`config.mk`:
```
export PLATFORM = sky130hd
export DESIGN_NAME = irv_core_flat
export DESIGN_NICKNAME = d
export VERILOG_FILES = /design/src/include/irv_pkg.sv /design/src/include/irv_if.sv /design/src/hw/irv_core.sv /design/src/flat_wrapper.sv
export SDC_FILE = /design/constraint.sdc
export NUM_CORES = 1
export LEC_CHECK = 0
export BUFFER_PORTS_ARGS = -buffer_cell sky130_fd_sc_hd__clkbuf_2
export CORE_MARGIN = 1.5
export CORE_UTILIZATION = 44
export DETAILED_ROUTE_END_ITERATION = 12
export PLACE_DENSITY = 0.65
export SYNTH_ARGS = -nofsm -noshare
export SYNTH_HDL_FRONTEND = slang
export SYNTH_SLANG_ARGS = --single-unit
```
`constraint.sdc`:
```
create_clock -name REF_CLK -period 7.25 [get_ports REF_CLK]
set_input_delay 1.45 -clock REF_CLK [delete_from_list [all_inputs] [get_ports REF_CLK]]
set_output_delay 1.45 -clock REF_CLK [all_outputs]
set_load 0.01 [all_outputs]
```
`src/include/irv_pkg.sv`:
```
// Purpose: shared constants of the interrupt request and vectoring pair
// Assumes: one 200 MHz clock, asynchronous active-high reset
// Notes: device registers are 8 bits wide, reached by a 3-bit index
package irv_pkg;
  localparam int NGRP = 3;
  localparam int NTM = 3;
  localparam int NVEC = 4;
  localparam int PC_W = 12;
  localparam int STACK_DEPTH = 8;
  // device register indices
  localparam logic [2:0] REG_CTRL = 3'h0;
  localparam logic [2:0] REG_SRCEN = 3'h1;
  localparam logic [2:0] REG_FLAGS = 3'h2;
  localparam logic [2:0] REG_TMFLG = 3'h3;
  // CTRL fields
  localparam int CTRL_GIE = 0;
  localparam int CTRL_CONV_EN = 1;
  localparam int CTRL_GRP_EN = 2;
  // SRCEN fields; timer enables sit as A0,P0,A1,P1,A2,P2
  localparam int SRCEN_NVM = 0;
  localparam int SRCEN_LV = 1;
  localparam int SRCEN_TMR = 2;
  // FLAGS fields
  localparam int FLG_CONV = 0;
  localparam int FLG_GRP = 1;
  localparam int FLG_NVM = 4;
  localparam int FLG_LV = 5;
  localparam logic [7:0] REG_RESET = 8'h00;
  // vector index: 0 converter, 1..3 groups; lower index means lower address
  localparam logic [1:0] VEC_CONV = 2'h0;
  localparam logic [PC_W-1:0] VEC_BASE = 12'h004;
  localparam logic [PC_W-1:0] VEC_STEP = 12'h004;
  // software register offsets of the sequencer end
  localparam logic [3:0] AXI_DEVDATA = 4'h0;
  localparam logic [3:0] AXI_DEVSEL = 4'h4;
  localparam logic [3:0] AXI_CMD = 4'h8;
  localparam logic [3:0] AXI_STATUS = 4'hC;
  localparam int CMD_RTN_EN = 0;
  localparam int CMD_RET = 1;
  localparam int CMD_SLEEP = 2;
  localparam logic [1:0] RESP_OKAY = 2'h0;
  localparam logic [1:0] RESP_SLVERR = 2'h2;
endpackage : irv_pkg

```
`src/include/irv_if.sv`:
```
// Purpose: link between interrupt logic and the program sequencer
// Assumes: both ends on the same clock
// Notes: no clocking block; every signal is a registered output of its end
`timescale 1ns/1ps
interface irv_if;
  logic irq_req;
  logic [1:0] irq_vec;
  logic wake;
  logic [7:0] reg_rdata;
  logic stack_full;
  logic irq_ack;
  logic [1:0] ack_vec;
  logic ret_en;
  logic sleeping;
  logic reg_wr;
  logic [2:0] reg_addr;
  logic [7:0] reg_wdata;
  modport dev (
    output irq_req, irq_vec, wake, reg_rdata,
    input stack_full, irq_ack, ack_vec, ret_en, sleeping, reg_wr, reg_addr, reg_wdata
  );
  modport core (
    input irq_req, irq_vec, wake, reg_rdata,
    output stack_full, irq_ack, ack_vec, ret_en, sleeping, reg_wr, reg_addr, reg_wdata
  );
endinterface : irv_if

```
`src/hw/irv_core.sv`:
```
// Purpose: sequencer end: return stack, vector calls, returns, sleep
// Assumes: software drives it over AXI4-Lite with 32-bit data
// Notes: a request is taken at most once per acknowledge turn-around
`timescale 1ns/1ps
module irv_core (
  input wire logic REF_CLK, // system clock
  input wire logic RST, // asynchronous reset
  irv_if.core LNK, // interrupt logic link
  input wire logic [11:0] PC_IN, // address of next instruction
  output logic [11:0] PC_OUT, // new program counter
  output logic PC_LOAD, // load PC_OUT, one cycle
  output logic SLEEPING, // low-power state
  input wire logic [3:0] S_AXI_AWADDR, // write address
  input wire logic S_AXI_AWVALID, // write address valid
  output logic S_AXI_AWREADY, // write address ready
  input wire logic [31:0] S_AXI_WDATA, // write data
  input wire logic [3:0] S_AXI_WSTRB, // write strobes
  input wire logic S_AXI_WVALID, // write data valid
  output logic S_AXI_WREADY, // write data ready
  output logic [1:0] S_AXI_BRESP, // write response
  output logic S_AXI_BVALID, // write response valid
  input wire logic S_AXI_BREADY, // write response ready
  input wire logic [3:0] S_AXI_ARADDR, // read address
  input wire logic S_AXI_ARVALID, // read address valid
  output logic S_AXI_ARREADY, // read address ready
  output logic [31:0] S_AXI_RDATA, // read data
  output logic [1:0] S_AXI_RRESP, // read response
  output logic S_AXI_RVALID, // read data valid
  input wire logic S_AXI_RREADY // read data ready
);
  typedef enum logic {PH_RUN, PH_SLEEP} irv_phase_e;
  typedef struct packed {
    irv_phase_e ph;
    logic aw_ok;
    logic [3:0] aw_addr;
    logic w_ok;
    logic [31:0] wdata;
    logic [3:0] wstrb;
    logic awready;
    logic wready;
    logic bvalid;
    logic [1:0] bresp;
    logic arready;
    logic rvalid;
    logic [1:0] rresp;
    logic [31:0] rdata;
    logic [2:0] sel;
    logic reg_wr;
    logic [7:0] reg_wdata;
    logic irq_ack;
    logic [1:0] ack_vec;
    logic ret_en;
    logic [3:0] depth;
    logic full;
    logic [7:0][11:0] stack;
    logic [11:0] pc;
    logic pc_load;
  } irv_core_s;

  irv_core_s q;
  irv_core_s n;

  always_comb begin
    logic do_ret;
    logic do_rtn_en;
    logic do_sleep;
    do_ret = 1'b0;
    do_rtn_en = 1'b0;
    do_sleep = 1'b0;
    n = q;
    n.reg_wr = 1'b0;
    n.irq_ack = 1'b0;
    n.ret_en = 1'b0;
    n.pc_load = 1'b0;

    if (S_AXI_AWVALID && q.awready) begin
      n.aw_ok = 1'b1;
      n.aw_addr = S_AXI_AWADDR;
    end
    if (S_AXI_WVALID && q.wready) begin
      n.w_ok = 1'b1;
      n.wdata = S_AXI_WDATA;
      n.wstrb = S_AXI_WSTRB;
    end
    if (S_AXI_BVALID && S_AXI_BREADY) begin
      n.bvalid = 1'b0;
    end
    if (n.aw_ok && n.w_ok && !n.bvalid) begin
      n.aw_ok = 1'b0;
      n.w_ok = 1'b0;
      n.bvalid = 1'b1;
      n.bresp = irv_pkg::RESP_OKAY;
      case (n.aw_addr)
        irv_pkg::AXI_DEVDATA: begin
          n.reg_wr = n.wstrb[0];
          n.reg_wdata = n.wdata[7:0];
        end
        irv_pkg::AXI_DEVSEL: begin
          if (n.wstrb[0]) n.sel = n.wdata[2:0];
        end
        irv_pkg::AXI_CMD: begin
          do_rtn_en = n.wstrb[0] & n.wdata[irv_pkg::CMD_RTN_EN];
          do_ret = n.wstrb[0] & n.wdata[irv_pkg::CMD_RET];
          do_sleep = n.wstrb[0] & n.wdata[irv_pkg::CMD_SLEEP];
        end
        irv_pkg::AXI_STATUS: begin
        end
        default: n.bresp = irv_pkg::RESP_SLVERR;
      endcase
    end

    if (S_AXI_RVALID && S_AXI_RREADY) begin
      n.rvalid = 1'b0;
    end
    if (S_AXI_ARVALID && q.arready) begin
      n.rvalid = 1'b1;
      n.rresp = irv_pkg::RESP_OKAY;
      case (S_AXI_ARADDR)
        irv_pkg::AXI_DEVDATA: n.rdata = {24'h00_0000, LNK.reg_rdata};
        irv_pkg::AXI_DEVSEL: n.rdata = {29'h0000_0000, q.sel};
        irv_pkg::AXI_CMD: n.rdata = 32'h0000_0000;
        irv_pkg::AXI_STATUS: n.rdata = {24'h00_0000, q.ack_vec, q.ph == PH_SLEEP,
                                        q.full, q.depth};
        default: begin
          n.rdata = 32'h0000_0000;
          n.rresp = irv_pkg::RESP_SLVERR;
        end
      endcase
    end

    case (q.ph)
      PH_RUN: if (do_sleep) n.ph = PH_SLEEP;
      PH_SLEEP: if (LNK.wake) n.ph = PH_RUN;
      default: n.ph = PH_RUN;
    endcase

    // the acknowledge cycle masks the request still on the link
    if (LNK.irq_req && !q.irq_ack && !q.full) begin
      // only the program counter is saved
      n.stack[q.depth[2:0]] = PC_IN;
      n.depth = q.depth + 4'h1;
      n.pc = irv_pkg::VEC_BASE + irv_pkg::VEC_STEP * {10'h000, LNK.irq_vec};
      n.pc_load = 1'b1;
      n.irq_ack = 1'b1;
      n.ack_vec = LNK.irq_vec;
      n.ph = PH_RUN;
    end else if ((do_ret || do_rtn_en) && q.depth != 4'h0) begin
      n.depth = q.depth - 4'h1;
      n.pc = q.stack[n.depth[2:0]];
      n.pc_load = 1'b1;
      n.ret_en = do_rtn_en;
    end
    n.full = (n.depth == 4'(irv_pkg::STACK_DEPTH));
    n.awready = !n.aw_ok && !n.bvalid;
    n.wready = !n.w_ok && !n.bvalid;
    n.arready = !n.rvalid;
  end

  always_ff @(posedge REF_CLK or posedge RST) begin
    if (RST) begin
      q <= '0;
    end else begin
      q <= n;
    end
  end

  assign LNK.stack_full = q.full;
  assign LNK.irq_ack = q.irq_ack;
  assign LNK.ack_vec = q.ack_vec;
  assign LNK.ret_en = q.ret_en;
  assign LNK.sleeping = q.ph == PH_SLEEP;
  assign LNK.reg_wr = q.reg_wr;
  assign LNK.reg_addr = q.sel;
  assign LNK.reg_wdata = q.reg_wdata;
  assign PC_OUT = q.pc;
  assign PC_LOAD = q.pc_load;
  assign SLEEPING = q.ph == PH_SLEEP;
  assign S_AXI_AWREADY = q.awready;
  assign S_AXI_WREADY = q.wready;
  assign S_AXI_BRESP = q.bresp;
  assign S_AXI_BVALID = q.bvalid;
  assign S_AXI_ARREADY = q.arready;
  assign S_AXI_RDATA = q.rdata;
  assign S_AXI_RRESP = q.rresp;
  assign S_AXI_RVALID = q.rvalid;
endmodule : irv_core

```
`src/flat_wrapper.sv`:
```
// flat-port wrapper written by rule: the top's interface ports become plain ports
module irv_core_flat 
  (REF_CLK, RST, PC_IN, PC_OUT, PC_LOAD, SLEEPING, S_AXI_AWADDR, S_AXI_AWVALID, S_AXI_AWREADY, S_AXI_WDATA, S_AXI_WSTRB, S_AXI_WVALID, S_AXI_WREADY, S_AXI_BRESP, S_AXI_BVALID, S_AXI_BREADY, S_AXI_ARADDR, S_AXI_ARVALID, S_AXI_ARREADY, S_AXI_RDATA, S_AXI_RRESP, S_AXI_RVALID, S_AXI_RREADY, LNK_irq_req, LNK_irq_vec, LNK_wake, LNK_reg_rdata, LNK_stack_full, LNK_irq_ack, LNK_ack_vec, LNK_ret_en, LNK_sleeping, LNK_reg_wr, LNK_reg_addr, LNK_reg_wdata);
  irv_if LNK_i ();
  input wire logic REF_CLK;
  input wire logic RST;
  input wire logic [11:0] PC_IN;
  output logic [11:0] PC_OUT;
  output logic PC_LOAD;
  output logic SLEEPING;
  input wire logic [3:0] S_AXI_AWADDR;
  input wire logic S_AXI_AWVALID;
  output logic S_AXI_AWREADY;
  input wire logic [31:0] S_AXI_WDATA;
  input wire logic [3:0] S_AXI_WSTRB;
  input wire logic S_AXI_WVALID;
  output logic S_AXI_WREADY;
  output logic [1:0] S_AXI_BRESP;
  output logic S_AXI_BVALID;
  input wire logic S_AXI_BREADY;
  input wire logic [3:0] S_AXI_ARADDR;
  input wire logic S_AXI_ARVALID;
  output logic S_AXI_ARREADY;
  output logic [31:0] S_AXI_RDATA;
  output logic [1:0] S_AXI_RRESP;
  output logic S_AXI_RVALID;
  input wire logic S_AXI_RREADY;
  input wire logic [$bits(LNK_i.irq_req)-1:0] LNK_irq_req;
  input wire logic [$bits(LNK_i.irq_vec)-1:0] LNK_irq_vec;
  input wire logic [$bits(LNK_i.wake)-1:0] LNK_wake;
  input wire logic [$bits(LNK_i.reg_rdata)-1:0] LNK_reg_rdata;
  output wire logic [$bits(LNK_i.stack_full)-1:0] LNK_stack_full;
  output wire logic [$bits(LNK_i.irq_ack)-1:0] LNK_irq_ack;
  output wire logic [$bits(LNK_i.ack_vec)-1:0] LNK_ack_vec;
  output wire logic [$bits(LNK_i.ret_en)-1:0] LNK_ret_en;
  output wire logic [$bits(LNK_i.sleeping)-1:0] LNK_sleeping;
  output wire logic [$bits(LNK_i.reg_wr)-1:0] LNK_reg_wr;
  output wire logic [$bits(LNK_i.reg_addr)-1:0] LNK_reg_addr;
  output wire logic [$bits(LNK_i.reg_wdata)-1:0] LNK_reg_wdata;
  assign LNK_i.irq_req = LNK_irq_req;
  assign LNK_i.irq_vec = LNK_irq_vec;
  assign LNK_i.wake = LNK_wake;
  assign LNK_i.reg_rdata = LNK_reg_rdata;
  assign LNK_stack_full = LNK_i.stack_full;
  assign LNK_irq_ack = LNK_i.irq_ack;
  assign LNK_ack_vec = LNK_i.ack_vec;
  assign LNK_ret_en = LNK_i.ret_en;
  assign LNK_sleeping = LNK_i.sleeping;
  assign LNK_reg_wr = LNK_i.reg_wr;
  assign LNK_reg_addr = LNK_i.reg_addr;
  assign LNK_reg_wdata = LNK_i.reg_wdata;
  irv_core u_core (.REF_CLK(REF_CLK), .RST(RST), .LNK(LNK_i), .PC_IN(PC_IN), .PC_OUT(PC_OUT), .PC_LOAD(PC_LOAD), .SLEEPING(SLEEPING), .S_AXI_AWADDR(S_AXI_AWADDR), .S_AXI_AWVALID(S_AXI_AWVALID), .S_AXI_AWREADY(S_AXI_AWREADY), .S_AXI_WDATA(S_AXI_WDATA), .S_AXI_WSTRB(S_AXI_WSTRB), .S_AXI_WVALID(S_AXI_WVALID), .S_AXI_WREADY(S_AXI_WREADY), .S_AXI_BRESP(S_AXI_BRESP), .S_AXI_BVALID(S_AXI_BVALID), .S_AXI_BREADY(S_AXI_BREADY), .S_AXI_ARADDR(S_AXI_ARADDR), .S_AXI_ARVALID(S_AXI_ARVALID), .S_AXI_ARREADY(S_AXI_ARREADY), .S_AXI_RDATA(S_AXI_RDATA), .S_AXI_RRESP(S_AXI_RRESP), .S_AXI_RVALID(S_AXI_RVALID), .S_AXI_RREADY(S_AXI_RREADY));
endmodule
```
### After elaboration in Yosys (flattened, before gate mapping)

Cells that the tools add are included.

| word-level totals | value |
|---|---|
| register bits after elaboration | 214 |
| bits of input ports | 75 |
| output and inout bits | 73 |
| logic and storage cells | 114 |

| operators by class | value |
|---|---|
| add/subtract/negate cells | 3 |
| order comparisons | 3 |
| equal/unequal tests | 7 |
| multiplexer cells | 34 |
| bitwise logic cells | 4 |
| reductions and logical operators | 29 |

Operator list:

| operator | number |
|---|---|
| 96-bit bitwise mux | 1 |
| 37-bit 2-to-1 mux | 1 |
| 12-bit binary-select mux with 3-bit select | 1 |
| 12-bit demux with 3-bit select | 1 |
| 35-bit 2-to-1 mux | 1 |
| 13-bit 2-to-1 mux | 2 |
| 12-bit 2-to-1 mux | 2 |
| 8-bit case mux with 3 select lines | 1 |
| 4-bit == test, second input constant | 5 |
| 9-bit 2-to-1 mux | 2 |
| 1-bit 2-to-1 mux | 14 |
| 1-bit logical AND | 13 |
| 5-bit 2-to-1 mux | 2 |
| 4-bit by 3-bit == test with 1-bit output, second input constant | 2 |
| 4-bit logical NOT | 2 |
| 3-bit by 4-bit less-than comparator with 1-bit output, second input constant | 2 |
| 4-bit OR reduction | 2 |
| 1-bit logical NOT | 7 |
| 3-bit 2-to-1 mux | 2 |
| 3-bit by 4-bit adder with 5-bit output, first input constant | 1 |
| 4-bit by 1-bit adder with 4-bit output, second input constant | 1 |
| 2-bit 2-to-1 mux | 2 |
| 4-bit 2-to-1 mux | 1 |
| 4-bit nonzero test | 1 |
| 9 further kinds | 11 |

### Logic depth before layout (Yosys ltp)

Gate-level depths: netlist of the first run.

| logic depth | value |
|---|---|
| depth after elaboration | 10 |
| depth in mapped cells | 9 |
| depth with buffers taken out | 8 |

### Worst setup path before layout of the first run

No wires, ideal clock.

| timing | value |
|---|---|
| path type | input to register |
| start | input port S_AXI_AWVALID |
| end | register u_core.q, in the netlist u_core.LNK.stack_full |
| setup time | 0.120 ns |
| arrival | 2.809 ns |
| required time | 7.130 ns |
| setup slack | 4.321 ns |
| stages on the path | 8 |
| path buffers | 2 |
| path through | and2_4 -> buf_6 -> o221a_4 -> and3_1 -> buf_6 -> nand4_1 -> or3b_1 -> and3b_1 |

RTL lines:

| what | RTL line | text |
|---|---|---|
| start, declared | flat_wrapper.sv:12 | `input wire logic S_AXI_AWVALID;` |
| end signal, assigned | irv_core.sv:163 | `q <= n;` |
| end, declared | irv_core.sv:60 | `irv_core_s q;` |

==> impl_metrics.yaml, run 1 <==
floorplanning:
  rows: 47
  chipHeight_um: 134
  die_width_um: 134
  initial_core_util_pct: 45.3
  floorplan.die_area_um2: 18000
  boundaryPins: 148
  coreArea_um2: 16700
worst_setup_path:
  crit_path_end_kind: "flip-flop"
  crit_path_top_delay_cell: "sky130_fd_sc_hd__nand4_1"
  crit_cells: 8
  rr_worst_depth: 8
  required_ps: 7560
  worstPathCellList: "clkbuf_2, nand2_1, inv_1, nand4_1, nand2_1, a31oi_1, or3b_1, and3b_1"
  timing.critical_path.arrival_ps: 4180
  regToRegSetupSlack_ps: 3970
  r2r_start: "u_core.LNK.stack_full"
  path_max_fanout: 20
  cp_num_buf_inv: 2
  worst_reg2reg_endpoint: "u_core.LNK.stack_full"
  crit_path_end: "u_core.LNK.stack_full"
  crit_family: "simple AND/OR/NAND/NOR gates"
  crit_path_max_incr_delay_ps: 840
  timing_worst_setup_path_type: "in2reg"
  launching_element_type_of_the_critical_path: "input pin"
  critPathMostFrequentCell: "sky130_fd_sc_hd__nand2_1"
  setup.worst_path.start: "LNK_irq_req"
worst_hold_path:
  holdCritPathClass: "reg2reg"
job:
  drv.max_cap_violation_count: 0
synthesis:
  mappedNetlistArea_um2: 7570
  synth_async_sr_flop_share_pct: 100
  synth_seq_cells: 161
  synth.top_cells.by_area: "sky130_fd_sc_hd__dfrtp_1 (53%), sky130_fd_sc_hd__mux2_2 (18%), sky130_fd_sc_hd__mux4_2 (7.1%)"
  yosys.area.top_type_share_pct: 53.2
  synth.cells.most_frequent: "sky130_fd_sc_hd__dfrtp_1 (161), sky130_fd_sc_hd__mux2_2 (121), sky130_fd_sc_hd__buf_4 (63)"
  ys.flop_type: "sky130_fd_sc_hd__dfrtp_1"
  yosysSeqAreaShare_pct: 53.2
  post_synth_inst_count: 560
  synth_enable_flop_cells: 0
  synth_area_leader_cell: "sky130_fd_sc_hd__dfrtp_1"
  syn_area_per_cell_um2: 13.5
  synth.distinct_cells: 50
  total_of_warnings_raised_by_yosys: 0
  synth.most_common_cell: "sky130_fd_sc_hd__dfrtp_1"
clock_network:
  clock_tree.buffer_depth: 2
  cts_buffers: 17
  cts.hold.buffers_added: 0
  post-cts-setup-buffers: 0
  clkLatencyLatePin_ps: 420
  cts_sinks: 161
  tritoncts: "done"
  htree_num_levels: 4
  ctsResizeCount: 0
  cts.root.buffer_cell: "sky130_fd_sc_hd__clkbuf_16"
  clkTransAtPathRegs_ps: 60
grt:
  gr-usage-all-layers_pct: 18.0
  number_of_antenna_violations_at_the_first_check_in_global_routing: 1
  grt_first_pass_wirelength_um: 24900
  grt_pass1_vias: 4678
  maximum_number_of_pins_on_one_net_before_global_route_repair: 111
  globalRoute.totalOverflow: 0
placement:
  gp_congestion: 0.767
  dpl.hpwl_um: 10000
  post_placement_setup_slack_ps: 2920
  buffer_ports.inserted: 94
finish:
  antennaDiodeCount: 0
  finish.net_count: 690
  drive_gt1_share_pct: 45.0
  area_growth_pct: 11.4
  fillerInstances: 1459
power:
  switching_share_pct: 31.6
  clock_power_share_pct: 23.4
  part_of_the_power_in_registers_pct: 39.5
  power.combinational.fraction_pct: 37.1
  power.density_cell_area_nw_per_um2: 446
  switching_power_mw: 1.19
  power.ir.vdd_worst_uv: 204
  leakage_power_of_the_design_nw: 3.97
  internal_power_mw: 2.57
run_status:
  run_status: "complete, no violations"
sta:
  post-route-worst-setup-slack_ps: 3380
  finalHoldViolations: 0
  period_minus_slack_ps: 3870
  grt_setup_unrepaired: "no"
  finalClockSkew_ps: 9.13
  slew_violations: 0
  fin_tns_setup_ps: 0
  worst_pin_slew_ps: 1090
  timing.final.crit_share_pct: 53.4
  timing.fmax_mhz: 258
  worst_slew_margin_rel_pct: 27.1
  finalSetupViolCount: 0
routing:
  vias: 4462
  drtPass1Iterations: 4
  avgRoutedWirePerCell_um: 18.1
  wirelength_um: 15300
  drt_iter0_drc: 197
  ant_nets: 0
  post-route-drc-count: 0
  via_density: 5.29
-- cells in the final DEF, fill, tap and decap left out, types with 7 or more instances in the layout --
cell / n
sky130_fd_sc_hd__dfrtp_1: 160
sky130_fd_sc_hd__mux2_2: 121
sky130_fd_sc_hd__clkbuf_2: 94
sky130_fd_sc_hd__nand2_1: 33
sky130_fd_sc_hd__conb_1: 26
sky130_fd_sc_hd__mux4_2: 24
sky130_fd_sc_hd__mux2i_1: 18
sky130_fd_sc_hd__nor2_1: 17
sky130_fd_sc_hd__clkbuf_16: 17
sky130_fd_sc_hd__o21ai_0: 13
sky130_fd_sc_hd__inv_1: 10
sky130_fd_sc_hd__o2bb2ai_1: 7
-- metrics by stage --
step                instances  hold WS, ps  area, µm²  power, mW  util [%]
finish                    844          481       8440       3.76      50.5
detailed placement        813          475       7860       2.92      47.1
floorplan                 585          451       7670       2.60         -
global route              844          509       8440       3.99      50.5
global placement          813          466       7860       2.83      47.1
CTS                       844          489       8440       3.81      50.5
-- power by group through the flow --
stage	Clock [mW]	Combinational, mW	Sequential, mW
finish	0.880	1.39	1.49
global route	0.934	1.52	1.54
CTS	0.898	1.42	1.49
detailed placement	0	1.41	1.50
global placement	0	1.36	1.47
floorplan	0	1.17	1.43
-- flip-flops by register name (all words and copies together), names as in the netlist --
| name | flops |
|---|---|
| u_core.LNK.irq_ack | 1 |
| u_core.q | 115 |
| u_core.PC_OUT | 12 |
| u_core.S_AXI_RDATA | 8 |
| u_core.PC_LOAD | 1 |
| u_core.LNK.reg_addr | 3 |
| u_core.S_AXI_BVALID | 1 |
| u_core.S_AXI_BRESP | 1 |
| u_core.S_AXI_WREADY | 1 |
| u_core.LNK.ret_en | 1 |
| u_core.LNK.stack_full | 1 |
| u_core.S_AXI_AWREADY | 1 |
| u_core.LNK.sleeping | 1 |
| u_core.S_AXI_RRESP | 1 |
| u_core.LNK.reg_wr | 1 |
| u_core.S_AXI_RVALID | 1 |
| u_core.LNK.reg_wdata | 8 |
| u_core.LNK.ack_vec | 2 |
| u_core.S_AXI_ARREADY | 1 |
-- worst min path at each step --
stage                          startpoint                     to  cells after the start
finish              u_core.S_AXI_RDATA[3]  u_core.S_AXI_RDATA[3]                      2
global route        u_core.S_AXI_RDATA[3]  u_core.S_AXI_RDATA[3]                      2
CTS                 u_core.S_AXI_RDATA[4]  u_core.S_AXI_RDATA[4]                      2
detailed placement       u_core.PC_OUT[7]       u_core.PC_OUT[7]                      1
global placement    u_core.S_AXI_RDATA[3]  u_core.S_AXI_RDATA[3]                      2
floorplan           u_core.S_AXI_RDATA[0]  u_core.S_AXI_RDATA[0]                      2
-- area by class of cell --
cell class,instances,area [µm²],area share [%]
Sequential cell,161,4030,47.7
Multi-Input combinational cell,324,3020,35.8
Timing Repair Buffer,97,493,5.84
Clock buffer,21,440,5.22
Tap cell,220,275,3.26
Clock inverter,10,138,1.63
Inverter,11,46.3,0.548
-- routing by layer --
| metal | share of wire [%] | routed length (µm) | vias up | track usage [%] |
|---|---|---|---|---|
| li1 | - | - | 2021 | - |
| met5 | 0.085 | 13 | - | 0 |
| met1 | 45 | 6800 | 2278 | 23.4 |
| met2 | 49 | 7470 | 144 | 30.1 |
| met4 | 1.1 | 166 | 2 | 5.26 |
| met3 | 5.3 | 814 | 17 | 4.42 |
-- tightest hold or removal path, stage by stage (launching register included) --
cell                      delay (ps)
sky130_fd_sc_hd__dfrtp_1         340
sky130_fd_sc_hd__nand2_1          40
sky130_fd_sc_hd__o21ai_0          60
-- kinds of logic after synthesis --
logic type | count (synthesis) | share of synthesized area (%)
multiplexers | 163 | 27.5
flip-flops | 161 | 53.2
buffers and inverters | 100 | 8.49
AND/OR/NAND/NOR | 84 | 5.44
AO/OA/AOI/OAI | 45 | 4.48
adder cells (fa/ha/maj) | 3 | 0.496
XOR/XNOR | 3 | 0.347
other | 1 | 0.0495
Note: power is estimated with default switching activity, not from simulation.
==> inputs of run 2 (changes only) <==
==> constraint.sdc (replaced) <==
create_clock -name REF_CLK -period 3.8 [get_ports REF_CLK]
set_input_delay 0.76 -clock REF_CLK [delete_from_list [all_inputs] [get_ports REF_CLK]]
set_output_delay 0.76 -clock REF_CLK [all_outputs]
set_load 0.01 [all_outputs]
==> impl_metrics.yaml, run 2 (same netlist as run 1, synthesis figures left out) <==
grt:
  globalRoute.totalOverflow: 0
  maximum_number_of_pins_on_one_net_before_global_route_repair: 147
  number_of_antenna_violations_at_the_first_check_in_global_routing: 0
  grtUsageMet1_pct: 23.3
  grt.met2_usage_pct: 29.9
  grt_first_pass_wirelength_um: 24900
  gr-usage-all-layers_pct: 18.0
  gr-usage-met3_pct: 3.97
  grt_pass1_vias: 4713
  peak_usage_layer_in_the_global_routing_report: "met2"
worst_setup_path:
  worstPathCellList: "inv_1, ha_1, nor3b_1, a211oi_2, nand3_1, o221ai_1, and3b_1"
  timing_worst_setup_path_type: "reg2reg"
  cp_num_buf_inv: 1
  path_max_fanout: 19
  crit_cells: 7
  rr_worst_depth: 7
  required_ps: 4150
  timing.critical_path.arrival_ps: 3160
  launching_element_type_of_the_critical_path: "flip-flop"
  crit_path_top_delay_cell: "sky130_fd_sc_hd__dfrtp_2"
  crit_path_max_incr_delay_ps: 740
  crit_path_end_kind: "flip-flop"
  crit_family: "simple AND/OR/NAND/NOR gates"
clock_network:
  tritoncts: "done"
  ctsResizeCount: 0
  cts_sinks: 161
  cts_buffers: 17
  cts.hold.buffers_added: 0
  htree_num_levels: 4
  post-cts-setup-buffers: 0
  clkTransAtPathRegs_ps: 60
  clkLatencyLatePin_ps: 420
  cts.root.buffer_cell: "sky130_fd_sc_hd__clkbuf_16"
  clock_tree.buffer_depth: 2
floorplanning:
  chipHeight_um: 134
  boundaryPins: 148
  initial_core_util_pct: 45.3
  die_width_um: 134
  rows: 47
  floorplan.die_area_um2: 18000
  coreArea_um2: 16700
power:
  switching_share_pct: 32.0
  power.ir.vdd_worst_uv: 416
  part_of_the_power_in_registers_pct: 40.0
  switching_power_mw: 2.30
  clock_power_share_pct: 23.5
  internal_power_mw: 4.90
  leakage_power_of_the_design_nw: 4.02
  power.density_cell_area_nw_per_um2: 847
  power.combinational.fraction_pct: 36.5
finish:
  max_ffs_per_register: 115
  layout_commonest_cell: "sky130_fd_sc_hd__dfrtp_1"
  final_instance_area_um2: 8510
  antennaDiodeCount: 0
  fillerInstances: 1450
  finish.net_count: 698
  area_growth_pct: 12.4
  leading_cell_types_in_the_layout_fill_and_taps_excluded: "sky130_fd_sc_hd__dfrtp_1 (160), sky130_fd_sc_hd__mux2_2 (121), sky130_fd_sc_hd__clkbuf_2 (94), sky130_fd_sc_hd__nand2_1 (33), sky130_fd_sc_hd__conb_1 (26)"
  drive_gt1_share_pct: 46.3
  largest-register: "u_core.q"
routing:
  via_density: 5.26
  wirelength_um: 15100
  post-route-drc-count: 0
  drt_iter0_drc: 203
  drtPass1Iterations: 4
  avgRoutedWirePerCell_um: 17.7
  vias: 4491
  ant_nets: 0
sta:
  worst_slew_margin_rel_pct: 43.3
  fin_tns_setup_ps: 0
  finalSetupViolCount: 0
  slew_violations: 0
  period_minus_slack_ps: 2800
  finalClockSkew_ps: 8.17
  grt_setup_unrepaired: "no"
  finalHoldViolations: 0
  timing.fmax_mhz: 357
  timing.final.crit_share_pct: 73.7
  worst_pin_slew_ps: 848
placement:
  post_dp_cell_area_um2: 7920
  dpl.hpwl_um: 10200
  gp_congestion: 0.803
  buffer_ports.inserted: 94
worst_hold_path:
  holdCritPathClass: "in2async"
run_status:
  run_status: "complete, no violations"
job:
  drv.max_cap_violation_count: 0
-- run 2: changes by cell type in the layout (fill, tap and decap cells not counted), moves of 3 or more --
cell / previous run / this run
sky130_fd_sc_hd__buf_4: 3 / 10
sky130_fd_sc_hd__clkinv_4: 0 / 3
sky130_fd_sc_hd__clkbuf_1: 4 / 0
sky130_fd_sc_hd__inv_6: 1 / 4
-- run 2: worst paths after layout --
check	slack, ps	start	end
hold / removal	300	RST	u_core.q[178]
max in group asynchronous	2440	RST	u_core.q[16]
min in group REF_CLK	480	u_core.S_AXI_RDATA[4]	u_core.S_AXI_RDATA[4]
hold reg to reg	480	u_core.S_AXI_RDATA[4]	u_core.S_AXI_RDATA[4]
setup / recovery	1000	u_core.q[110]	u_core.LNK.stack_full
setup reg to reg	1000	u_core.q[110]	u_core.LNK.stack_full
-- run 2: stage by stage --
stage | util [%] | cells | total power [mW] | setup WS [ps] | hold slack [ps]
after floorplan | - | 585 | 4.96 | 997 | 451
after global placement | 47.4 | 821 | 5.43 | 931 | 462
after detailed placement | 47.4 | 821 | 5.57 | 878 | 470
after CTS | 51.0 | 853 | 7.28 | 914 | 299
after global routing | 51.0 | 853 | 7.65 | 739 | 318
final | 51.0 | 853 | 7.21 | 998 | 304
-- run 2: layout make-up --
class	instances	area [µm²]	area share (%)
Clock inverter	14	154	1.81
Multi-Input combinational cell	324	3000	35.3
Inverter	11	45.0	0.529
Sequential cell	161	4030	47.4
Timing Repair Buffer	105	566	6.65
Tap cell	220	275	3.23
Clock buffer	18	439	5.16
-- run 2: power groups by stage --
stage	clock, mW	sequential (mW)	combinational (mW)
after CTS	1.73	2.89	2.67
final	1.70	2.89	2.63
after global placement	0	2.85	2.57
after global routing	1.82	2.99	2.85
after detailed placement	0	2.91	2.66
after floorplan	0	2.73	2.23
-- run 2: routing by layer --
metal | vias up | routed length, µm
li1 | 2034 | -
met1 | 2323 | 6760
met2 | 120 | 7500
met3 | 14 | 622
met4 | 0 | 204
met5 | - | 0
